### config.mk
export PLATFORM = sky130hd
export DESIGN_NAME = asrc_host
export DESIGN_NICKNAME = d
export VERILOG_FILES = /design/src/verilog/asrc_pkg.sv /design/src/verilog/asrc_pins_if.sv /design/src/verilog/asrc_pin_drv.sv /design/src/verilog/asrc_host.sv
export SDC_FILE = /design/constraint.sdc
export NUM_CORES = 1
export LEC_CHECK = 0
export BUFFER_PORTS_ARGS = -buffer_cell sky130_fd_sc_hd__buf_4
export CAP_MARGIN = 0
export CORE_AREA = 2 2 124 126
export CTS_CLUSTER_DIAMETER = 100
export DETAILED_ROUTE_END_ITERATION = 10
export DIE_AREA = 0 0 126 128
export PLACE_DENSITY = 0.6
export REMOVE_ABC_BUFFERS = 1
export SLEW_MARGIN = 5
export SYNTH_ARGS = -nofsm -noshare
export SYNTH_HDL_FRONTEND = slang
export SYNTH_SLANG_ARGS = --single-unit
### constraint.sdc
create_clock -name clock -period 3 [get_ports clock]
set_input_delay 0 -clock clock [delete_from_list [all_inputs] [get_ports clock]]
set_output_delay 0 -clock clock [all_outputs]
set_load 0.01 [all_outputs]
### src/verilog/asrc_pkg.sv
// Package: constants and types for the static memory host controller
package asrc_pkg;
  localparam int ASRC_ADDR_W = 20;
  localparam int ASRC_DATA_W = 16;
  localparam int ASRC_LANES = 2;
  localparam int ASRC_CLK_MHZ = 20;
  localparam int ASRC_CLK_NS = 50;
  // Power-up wait, in microseconds
  localparam int ASRC_POWER_UP_US = 1000;
  localparam int ASRC_POWER_UP_CYC = (ASRC_POWER_UP_US * 1000 + ASRC_CLK_NS - 1) / ASRC_CLK_NS;
  localparam int ASRC_WAIT_W = 16;
  // Cycles of each access phase
  localparam int ASRC_SETUP_CYC = 1;
  localparam int ASRC_STROBE_CYC = 1;
  localparam int ASRC_RECOVER_CYC = 1;
  localparam int ASRC_PHASE_W = 4;
  localparam logic [ASRC_DATA_W-1:0] ASRC_DATA_RST = 16'h0000;
  localparam logic [ASRC_ADDR_W-1:0] ASRC_ADDR_RST = 20'h00000;
  localparam logic [ASRC_LANES-1:0] ASRC_LANE_OFF = 2'h3;
  typedef enum logic [1:0] {ASRC_OP_IDLE, ASRC_OP_READ, ASRC_OP_WRITE} asrc_op_e;
endpackage

### src/verilog/asrc_pins_if.sv
// Interface: pin-level signals between sequencer and pin driver
`timescale 1ns/1ps
interface asrc_pins_if;
  import asrc_pkg::*;
  logic select;
  logic writeStrobe;
  logic outEnable;
  logic driveData;
  logic [ASRC_LANES-1:0] laneEnN;
  logic [ASRC_DATA_W-1:0] wrData;
  modport seq (output select, output writeStrobe, output outEnable, output driveData,
    output laneEnN, output wrData);
  modport drv (input select, input writeStrobe, input outEnable, input driveData,
    input laneEnN, input wrData);
endinterface

### src/verilog/asrc_pin_drv.sv
// Pin driver: registered memory control pins and data bus enable
`timescale 1ns/1ps
module asrc_pin_drv
  import asrc_pkg::*;
(
  input wire logic clock, // System clock
  input wire logic rst, // Async reset, high
  input wire logic clkEn, // Clock enable
  asrc_pins_if.drv pins, // From sequencer
  output logic chipSelectActiveLowN, // Select, active low
  output logic chipSelectActiveHigh, // Select, active high
  output logic writeEnableN, // Write strobe
  output logic outputEnableN, // Output enable
  output logic [ASRC_LANES-1:0] laneEnableN, // {high, low} lane enables
  output logic [ASRC_DATA_W-1:0] sharedDataLinesOut, // Data to memory
  output logic sharedDataLinesOe // Drive enable for data lines
);
  always_ff @(posedge clock or posedge rst) begin
    if (rst) begin
      chipSelectActiveLowN <= 1'b1;
      chipSelectActiveHigh <= 1'b0;
      writeEnableN <= 1'b1;
      outputEnableN <= 1'b1;
      laneEnableN <= ASRC_LANE_OFF;
    end else if (clkEn) begin
      chipSelectActiveLowN <= ~pins.select;
      chipSelectActiveHigh <= pins.select;
      writeEnableN <= ~pins.writeStrobe;
      outputEnableN <= ~pins.outEnable;
      laneEnableN <= pins.laneEnN;
    end
  end

  always_ff @(posedge clock or posedge rst) begin
    if (rst) begin
      sharedDataLinesOut <= ASRC_DATA_RST;
      sharedDataLinesOe <= 1'b0;
    end else if (clkEn) begin
      sharedDataLinesOut <= pins.wrData;
      sharedDataLinesOe <= pins.driveData;
    end
  end
endmodule

### src/verilog/asrc_host.sv
// Host controller for a 1M x 16 asynchronous static memory
//
// Operation
// - A write needs both selects active and the write strobe held low.
// - A read needs both selects active, output enable low and write strobe high.
// - The host waits at least 1 ms after power-up before any access.
// - Both select pins act as one combined select: the active-low pin low and the active-high pin high.
`timescale 1ns/1ps
module asrc_host
  import asrc_pkg::*;
#(
  parameter int POWER_UP_CYC = ASRC_POWER_UP_CYC
) (
  input wire logic clock, // 20 MHz clock
  input wire logic rst, // Async reset, high
  input wire logic clkEn, // Clock enable, freezes state when low
  input wire logic reqValid, // Access request
  output logic reqReady, // Request taken when both high
  input wire logic reqWrite, // 1 write, 0 read
  input wire logic [ASRC_ADDR_W-1:0] reqAddr, // Word address
  input wire logic [ASRC_LANES-1:0] reqLanes, // Lane mask {high, low}, active high
  input wire logic [ASRC_DATA_W-1:0] reqWrData, // Write data
  output logic rdValid, // Read data pulse
  output logic [ASRC_DATA_W-1:0] rdData, // Read data
  output logic wrDone, // Write finished pulse
  output logic powerUpDone, // Power-up wait elapsed
  output logic [ASRC_ADDR_W-1:0] wordAddress, // Memory address pins
  output logic chipSelectActiveLowN, // Select, active low
  output logic chipSelectActiveHigh, // Select, active high
  output logic writeEnableN, // Write strobe, active low
  output logic outputEnableN, // Output enable, active low
  output logic lowByteLaneEnableN, // Low lane enable
  output logic highByteLaneEnableN, // High lane enable
  input wire logic [ASRC_DATA_W-1:0] sharedDataLinesIn, // Data from bus
  output logic [ASRC_DATA_W-1:0] sharedDataLinesOut, // Data to bus
  output logic sharedDataLinesOe // Host drives data bus when high
);
  typedef enum logic [2:0] {
    ASRC_ST_POWER, ASRC_ST_IDLE, ASRC_ST_SETUP, ASRC_ST_STROBE, ASRC_ST_RECOVER
  } asrc_state_e;

  asrc_pins_if pins();
  asrc_state_e state_r;
  logic [ASRC_WAIT_W-1:0] wait_r;
  logic [ASRC_PHASE_W-1:0] phase_r;
  logic isWrite_r;
  logic [ASRC_LANES-1:0] lanesN_r;
  logic [ASRC_DATA_W-1:0] wrData_r;
  logic [ASRC_LANES-1:0] laneOut;

  function automatic logic [ASRC_DATA_W-1:0] asrc_lane_merge(
    input logic [ASRC_DATA_W-1:0] bus, input logic [ASRC_LANES-1:0] lanesN);
    logic [ASRC_DATA_W-1:0] m;
    m = '0;
    for (int i = 0; i < ASRC_LANES; i++) begin
      if (!lanesN[i]) begin
        m[i*8 +: 8] = bus[i*8 +: 8];
      end
    end
    return m;
  endfunction

  // Phase counter reload for a phase of cyc cycles
  function automatic logic [ASRC_PHASE_W-1:0] asrc_phase_load(input int cyc);
    return ASRC_PHASE_W'(cyc - 1);
  endfunction

  assign reqReady = (state_r == ASRC_ST_IDLE);

  ////////////////////////////////////////////////////////////////////////
  // Power-up wait
  always_ff @(posedge clock or posedge rst) begin
    if (rst) begin
      wait_r <= '0;
      powerUpDone <= 1'b0;
    end else if (clkEn && !powerUpDone) begin
      if (wait_r == ASRC_WAIT_W'(POWER_UP_CYC - 1)) begin
        powerUpDone <= 1'b1;
      end
      wait_r <= wait_r + 1'b1;
    end
  end

  ////////////////////////////////////////////////////////////////////////
  // Access sequencer
  always_ff @(posedge clock or posedge rst) begin
    if (rst) begin
      state_r <= ASRC_ST_POWER;
      phase_r <= '0;
    end else if (clkEn) begin
      unique case (state_r)
        ASRC_ST_POWER: begin
          if (powerUpDone) begin
            state_r <= ASRC_ST_IDLE;
          end
        end
        ASRC_ST_IDLE: begin
          if (reqValid) begin
            state_r <= ASRC_ST_SETUP;
            phase_r <= asrc_phase_load(ASRC_SETUP_CYC);
          end
        end
        ASRC_ST_SETUP: begin
          if (phase_r == '0) begin
            state_r <= ASRC_ST_STROBE;
            phase_r <= asrc_phase_load(ASRC_STROBE_CYC);
          end else begin
            phase_r <= phase_r - 1'b1;
          end
        end
        ASRC_ST_STROBE: begin
          if (phase_r == '0) begin
            state_r <= ASRC_ST_RECOVER;
            phase_r <= asrc_phase_load(ASRC_RECOVER_CYC);
          end else begin
            phase_r <= phase_r - 1'b1;
          end
        end
        ASRC_ST_RECOVER: begin
          if (phase_r == '0) begin
            state_r <= ASRC_ST_IDLE;
          end else begin
            phase_r <= phase_r - 1'b1;
          end
        end
      endcase
    end
  end

  ////////////////////////////////////////////////////////////////////////
  // Request capture
  always_ff @(posedge clock or posedge rst) begin
    if (rst) begin
      isWrite_r <= 1'b0;
      lanesN_r <= ASRC_LANE_OFF;
      wrData_r <= ASRC_DATA_RST;
      wordAddress <= ASRC_ADDR_RST;
    end else if (clkEn && reqValid && reqReady) begin
      isWrite_r <= reqWrite;
      lanesN_r <= ~reqLanes;
      wrData_r <= reqWrData;
      wordAddress <= reqAddr;
    end
  end

  ////////////////////////////////////////////////////////////////////////
  // Pin levels for the driver; one-cycle lag applied there
  logic active;
  logic pinWe;
  logic pinOe;
  logic pinDrive;
  assign active = (state_r == ASRC_ST_SETUP) || (state_r == ASRC_ST_STROBE);
  assign laneOut = active ? lanesN_r : ASRC_LANE_OFF;
  // Select, strobe, lanes and data drive all drop together at strobe end
  always_comb begin
    pinWe = 1'b0;
    pinOe = 1'b0;
    pinDrive = 1'b0;
    unique case (state_r)
      ASRC_ST_SETUP: begin
        pinOe = !isWrite_r;
        pinDrive = isWrite_r;
      end
      ASRC_ST_STROBE: begin
        pinWe = isWrite_r;
        pinOe = !isWrite_r;
        pinDrive = isWrite_r;
      end
      ASRC_ST_POWER, ASRC_ST_IDLE, ASRC_ST_RECOVER: begin
        pinWe = 1'b0;
      end
    endcase
  end
  assign pins.select = active;
  assign pins.writeStrobe = pinWe;
  assign pins.outEnable = pinOe;
  assign pins.driveData = pinDrive;
  assign pins.laneEnN = laneOut;
  assign pins.wrData = wrData_r;

  asrc_pin_drv u_drv (
    .clock(clock),
    .rst(rst),
    .clkEn(clkEn),
    .pins(pins),
    .chipSelectActiveLowN(chipSelectActiveLowN),
    .chipSelectActiveHigh(chipSelectActiveHigh),
    .writeEnableN(writeEnableN),
    .outputEnableN(outputEnableN),
    .laneEnableN({highByteLaneEnableN, lowByteLaneEnableN}),
    .sharedDataLinesOut(sharedDataLinesOut),
    .sharedDataLinesOe(sharedDataLinesOe)
  );

  ////////////////////////////////////////////////////////////////////////
  // Completion and read capture
  always_ff @(posedge clock or posedge rst) begin
    if (rst) begin
      rdValid <= 1'b0;
      wrDone <= 1'b0;
      rdData <= ASRC_DATA_RST;
    end else if (clkEn) begin
      rdValid <= 1'b0;
      wrDone <= 1'b0;
      if (state_r == ASRC_ST_RECOVER && phase_r == '0) begin
        if (isWrite_r) begin
          wrDone <= 1'b1;
        end else begin
          rdValid <= 1'b1;
          rdData <= asrc_lane_merge(sharedDataLinesIn, lanesN_r);
        end
      end
    end
  end
endmodule

==> summary.md, run 1 <==
| Metric | Value |
|---|---|
| Top FF cell, synth | dfrtp_1 |
| Port Buffers | 121 |
| CP Launch Type | flip-flop |
| Area contributors post-synth | dfrtp_1 56%, mux2_2 15%, dfstp_2 4.2% |
| Yosys top cell area share | 55.9% |
| Post-synth EDFFs | 0 |
| DP Area | 5410 sq um |
| Layout area overhead | 44.6% |
| DP HPWL | 6530 um |
| Root Buffer | clkbuf_16 |
| Clock sink total | 104 |
| Largest net degree at the start of global routing | 56 |
| Wirelength per Cell | 13.9 um |
| DR iter-0 viols | 80 |
| Slew Limit Headroom | 54.3% |
| Endpoints failing setup | 0 |
| Syn Std Cell Area | 4340 sq um |
| Crit Path Category | reg -> reg |
| Req. time, crit path | 3.22 ns |
| Max_cap viols | 0 |
| TritonCTS Buffers | 9 |
| Netlist cell types | 43 |
| Max clock buf depth | 2 |
| CP max stage cell | or4_4 |
| Chip Width | 126 um |
| YS warnings | 0 |
| Core Region | 14900 sq um |
| Worst Skew | 0.00644 ns |
| Setup bufs post-CTS | 0 |
| Clock Pin Slew Worst Setup and Hold Paths | 0.07 ns |
| TNS Setup | 0 ns |
| Async SR Flop Fraction | 100% |
| Register area | 2610 sq um |
| Path depth of the worst reg2reg path | 6 |
| Slew Limit Fails | 0 |
| Hold Crit Class | in -> reg |
| IR drop worst, VDD | 0.411 mV |
| Final instance area | 6280 sq um |
| Pre-antenna DRT Iters | 4 |
| Total GRT Usage | 12.5% |
| DR vias | 3157 |
| Crit path cell chain | inv_1 -> ha_1 -> or3b_2 -> or4_4 -> nand2_1 -> o21ai_2 |
| Tcrit/Tclk final | 73.0% |
| Outcome | finished clean |
| Final-report hold violation count | 0 |
| Crit path capture type | flip-flop |
| CTS tree | built |
| Vias in the first global route | 3361 |
| RSZ-0062 raised after global routing | false |
| Antenna violations before repair | 0 |
| Synthesized instance count | 338 |
| Final wirelength | 9770 um |
| DRC violations left | 0 |
| DR vias/cell | 4.48 |
| RePlAce Congestion | 0.746 |
| # diodes | 0 |
| Congestion Overflow GR | 0 |
| Seq/Total Area, Yosys | 60.1% |
| Area leader, netlist | dfrtp_1 |
| P per Cell Area | 885 nW/um^2 |
| Htree depth | 3 |
| Fraction of layout cells with a size suffix above 1 | 42.7% |
| Flops & latches, synth | 104 |
| Tmin final | 2.19 ns |
| Hold Crit Depth | 4 |
| Util after Layout | 42.3% |
| Row count | 45 |
| Die height | 128 um |
| Worst Tran Pin Value | 0.683 ns |
| Commonest non-fill, non-tap cell in the layout | buf_4 |
| Clock Latency Late Sink | 0.34 ns |
| Final nets | 573 |
| First-pass GRT wire length | 16300 um |
| Num ports | 122 |
| FMAX | 457 MHz |
| Slowest stage delay, CP | 0.64 ns |
| Footprint of the multi-input gates | 1570 sq um |
| Commonest cells after routing, fill and taps aside | 122 x buf_4, 97 x dfrtp_1, 57 x mux2_2, 57 x dlygate4sd3_1, 24 x nand2_1 |
| Syn_area_per_cell | 12.8 sq um |
| Post-route ant nets | 0 |
| Fillers | 1431 |
| Leakage | 2.90 nW |
| Die area | 16100 sq um |
| Initial core utilization | 29.2% |
| CP arrival | 2.41 ns |
| Maximum fanout along the worst path | 33 |
## repair_timing
item / 4_1_cts / 5_1_grt
hold buffers: 57 / 0
hold endpoints to repair: 103 / 0
setup endpoints to repair: 0 / 0
resized for setup: 0 / 0
## flip-flops by register name, summed over array words and instances, names as in the netlist
name,count
isWrite_r,1
lanesN_r,2
phase_r,4
pins.wrData,16
powerUpDone,1
rdData,16
rdValid,1
state_r,3
u_drv.chipSelectActiveHigh,1
u_drv.chipSelectActiveLowN,1
u_drv.laneEnableN,2
u_drv.outputEnableN,1
u_drv.sharedDataLinesOe,1
u_drv.sharedDataLinesOut,16
u_drv.writeEnableN,1
wait_r,16
wordAddress,20
wrDone,1
## critical path, delay by kind of cell, from the launching register on
kind / cells / cell delay, ns
buf+inv: 1 / 0.09
compound gates: 1 / 0.06
fa+ha+maj: 1 / 0.21
simple gates: 3 / 1.30
flops: 1 / 0.38
## synth_stat cells, types with 6 or more instances
master and number:
dfrtp_1 97, mux2_2 57, nand2_1 24, nand2b_1 20
nor2_1 16, o21ai_2 13, a21oi_1 10, inv_1 9
xnor2_1 9, o21ai_0 8, dfstp_2 7, buf_2 6
xor2_1 6
## per-stage QoR
| stage | hold slack [ns] | std cells | setup WS (ns) | power (W) |
|---|---|---|---|---|
| 6_report | 0.0830 | 705 | 0.810 | 0.00556 |
| 5_1_grt | 0.139 | 705 | 0.682 | 0.00594 |
| 4_1_cts | 0.0582 | 705 | 0.810 | 0.00563 |
| 3_5_place_dp | 0.141 | 632 | 0.821 | 0.00437 |
| 3_3_place_gp | 0.132 | 632 | 0.898 | 0.00429 |
| 2_1_floorplan | 0.0504 | 320 | 0.279 | 0.00341 |
## logic make-up after synthesis
kind of cell | synth area share, %
AOI/OAI and AO/OA | 6.74
xor gates and xnor gates | 3.03
adders and majority gates | 0.576
buffers and inverters | 3.72
DFF | 60.1
muxes | 14.8
and+or+nand+nor | 11.0
## path summary, 6_finish.rpt
kind                             from               to  slack [ns]
max in group asynchronous         rst      lanesN_r[0]        1.95
min in group asynchronous         rst  pins.wrData[12]        0.29
max                        phase_r[0]        rdData[9]        0.81
max reg2reg                phase_r[0]        rdData[9]        0.81
min reg2reg                wait_r[15]       wait_r[15]        0.47
min                          reqValid       state_r[1]        0.08
## final cells by class
type                            instances  area share [%]
Inverter                                9           0.578
Timing Repair Buffer                  181            24.3
Clock buffer                           12            4.24
Sequential cell                       104            41.6
Tap cell                              188            3.75
Multi-Input combinational cell        207            25.0
Clock inverter                          4           0.538
## per-layer routing
| metal | GRT usage, % | vias to the layer above | share of wire [%] |
|---|---|---|---|
| li1 | - | 1512 | - |
| met1 | 15.5 | 1550 | 43 |
| met2 | 20.6 | 83 | 49 |
| met3 | 4.22 | 12 | 6.4 |
| met4 | 4.59 | 0 | 1.5 |
| met5 | 0 | - | 0 |
## where the power goes
group          leakage [nW]  switching, W  internal (W)
registers              1.28      0.000405       0.00202
logic                  1.47      0.000827       0.00113
clock network         0.151      0.000532      0.000641
Note: power is estimated with default switching activity, not from simulation.
==> run 2: changes to the inputs <==
Settings changed: PLACE_DENSITY 0.6 to 0.62.
Clock period 3 ns to 1.8 ns, I/O delays scaled along.
==> run 2 against run 1 <==
The flow now finishes with violations (setup timing). Critical path type unchanged. Worst hold slack better by 0.012 ns. Critical endpoint is now rdData[4]. Flip-flop and latch count did not move. Die area unchanged. Largest power group unchanged. Wire length is 5.4% higher.
==> summary.md, run 2 (same netlist as run 1, synthesis figures left out) <==
| Metric | Value |
|---|---|
| Final wirelength | 10300 um (+5.4%) |
| DP HPWL | 6720 um (+2.9%) |
| Row count | 45 (unchanged) |
| Max clock buf depth | 2 (unchanged) |
| Fraction of layout cells with a size suffix above 1 | 49.1% (+6.3 points) |
| P_sw | 0.00307 W (+74%) |
| Crit path max-delay family | simple AND/OR/NAND/NOR gates |
| IR drop worst, VDD | 0.885 mV (+120%) |
| Clock Latency Late Sink | 0.34 ns (about the same) |
| DR iter-0 viols | 104 (+30%) |
| DR vias | 3305 (+4.7%) |
| Crit Path Category | reg -> reg |
| Worst slack at placement | -0.154 ns (-0.976 ns) |
| Htree depth | 3 (unchanged) |
| Final-report hold violation count | 0 (unchanged) |
| Worst Skew | 0.00793 ns (+0.00149 ns) |
| Antenna violations before repair | 0 (unchanged) |
| Clock sink total | 104 (unchanged) |
| Wirelength per Cell | 14.1 um (+1.8%) |
| Clock network power share | 19.5% (-1.6 points) |
| Total GRT Usage | 12.7% (+0.12 points) |
| Crit path cell chain | inv_2 -> ha_4 -> or3b_4 -> or4_4 -> clkbuf_16 -> nand2_2 -> o21ai_2 |
| Tmin final | 2.04 ns (-0.150 ns) |
| Combinational share of power | 37.9% (+2.7 points) |
| Post-route ant nets | 0 (unchanged) |
| WHS | 0.0949 ns (+0.0118 ns) |
| Core Region | 14900 sq um (unchanged) |
| Worst Tran Pin Value | 0.599 ns (-0.0841 ns) |
| CP arrival | 2.28 ns (-0.13 ns) |
| RePlAce Congestion | 0.768 (+3.0%) |
| CTS tree | built |
| Sequential share of power | 42.7% (-1.0 points) |
| Biggest register | wordAddress |
| First-pass GRT wire length | 16300 um (about the same) |
| Slowest stage delay, CP | 0.61 ns (-0.03 ns) |
| Port Buffers | 121 (unchanged) |
| Max_cap viols | 0 (unchanged) |
| Pre-antenna DRT Iters | 4 (unchanged) |
| Buf+Inv Stages, Crit Path | 2 (+1) |
| CP Launch Type | flip-flop |
| Non-filler instance count after layout | 730 (+3.5%) |
| DR vias/cell | 4.53 (+1.1%) |
| CP max stage cell | or4_4 |
| Worst Slack Setup Final | -0.241 ns (-1.05 ns) |
| RSZ-0062 raised after global routing | true |
| Reg2reg start | phase_r[0] |
| Largest net degree at the start of global routing | 42 (-25%) |
| FMAX | 490 MHz (+7.3%) |
| Die area | 16100 sq um (unchanged) |
| P per Cell Area | 1430 nW/um^2 (+62%) |
| Endpoints failing setup | 17 (+17) |
| Congestion Overflow GR | 0 (unchanged) |
| DRC violations left | 0 (unchanged) |
| Root Buffer | clkbuf_16 |
| Outcome | finished, violations left |
| Crit path from | phase_r[0] |
| Num ports | 122 (unchanged) |
| R2R setup slack | -0.24 ns (-1.05 ns) |
| Placed cell count | 652 (+3.2%) |
| Net Sw Frac | 32.2% (+0.43 points) |
| Commonest cells after routing, fill and taps aside | 142 x buf_4, 97 x dfrtp_1, 57 x mux2_2, 56 x dlygate4sd3_1, 20 x nand2b_1 |
| Chip Width | 126 um (unchanged) |
| Vias in the first global route | 3396 (+1.0%) |
| Commonest non-fill, non-tap cell in the layout | buf_4 |
| Slew Limit Fails | 0 (unchanged) |
| Leakage | 3.07 nW (+5.8%) |
| Slew Limit Headroom | 60.0% (+5.6 points) |
| Tcrit/Tclk final | 113% (+40 points) |
| Hold Crit Class | in -> reg |
| Initial core utilization | 29.2% (unchanged) |
| Crit path capture type | flip-flop |
| Req. time, crit path | 2.04 ns (-1.18 ns) |
| Maximum fanout along the worst path | 8 (-76%) |
| TritonCTS Buffers | 9 (unchanged) |
| Max reg flops | 20 (unchanged) |
| # diodes | 0 (unchanged) |
| Internal cell power | 0.00647 W (+71%) |
| Failing checks | setup timing |
| Die height | 128 um (unchanged) |
| Final nets | 599 (+4.5%) |
| Layout area overhead | 53.3% |
| Clock Pin Slew Worst Setup and Hold Paths | 0.07 ns (about the same) |
| Hold Crit Start | clkEn |
## run 2: cell types whose count changed in the layout (fill, tap and decap cells not counted), moves of 2 or more
cell        before  now
nor3b_1          3    1
nand2_4          0    5
buf_4          122  142
inv_1            8    6
inv_2            0    2
clkbuf_8         3    0
nand2_1         24   11
clkinvlp_4       0    3
buf_16           0    2
nor3b_2          0    2
clkbuf_16        9   11
nand2_2          0    8
buf_12           2    5
## run 2: worst register-to-register path: cells and delay by family, from the launching register on
kind | cells | cell delay, ns
compound gates | 1 | 0.04
fa+ha+maj | 1 | 0.13
buf+inv | 2 | 0.31
flops | 1 | 0.39
simple gates | 3 | 1.05
## run 2: path summary, 6_finish.rpt
path,to,cells after the start
max in group asynchronous,u_drv.writeEnableN,4
max,rdData[4],7
min in group asynchronous,wordAddress[16],3
min reg2reg,wait_r[11],1
min,u_drv.laneEnableN[0],3
max reg2reg,rdData[4],7
## run 2: area by class of cell
class                      count  area [sq um]
timing repair buffer         207          1830
clock buffer                   9           225
multi-input combinational    207          1660
fill                        1365          8210
sequential                   104          2610
clock inverter                 6          56.3
tap                          188           235
inverter                       9          36.3
## run 2: per-stage QoR
step	utilization, %	total power (W)	TNS, ns	instance area (sq um)
after detailed placement	37.7	0.00746	-2.37	5600
after floorplan	-	0.00569	-119.39	4220
after global placement	37.7	0.00734	-2.00	5600
final	44.8	0.00954	-3.71	6660
after CTS	43.8	0.00952	-2.26	6520
after global routing	44.8	0.0102	-4.68	6660
## run 2: timing repair
item	in CTS	in global routing
resized for setup	4	26
hold buffers	56	0
cloned	2	2
endpoints found under the setup margin	18	59
pin swaps	0	8
hold endpoints to repair	88	0
buffers inserted	2	1
## run 2: power groups by stage
| stage | combinational [W] | clock, W | sequential (W) |
|---|---|---|---|
| after floorplan | 0.00145 | 0 | 0.00424 |
| after global placement | 0.00333 | 0 | 0.00400 |
| after detailed placement | 0.00340 | 0 | 0.00407 |
| after CTS | 0.00354 | 0.00195 | 0.00403 |
| after global routing | 0.00394 | 0.00203 | 0.00422 |
| final | 0.00361 | 0.00186 | 0.00407 |
## run 2: per-layer routing
layer / share of wire, % / wire length (um) / GRT usage, % / up-vias
li1: - / - / - / 1567
met3: 5.7 / 583 / 4.92 / 8
met4: 1.1 / 112 / 2.91 / 0
met1: 42 / 4330 / 14.7 / 1649
met5: 0 / 0 / 0 / -
met2: 51 / 5270 / 22.1 / 81
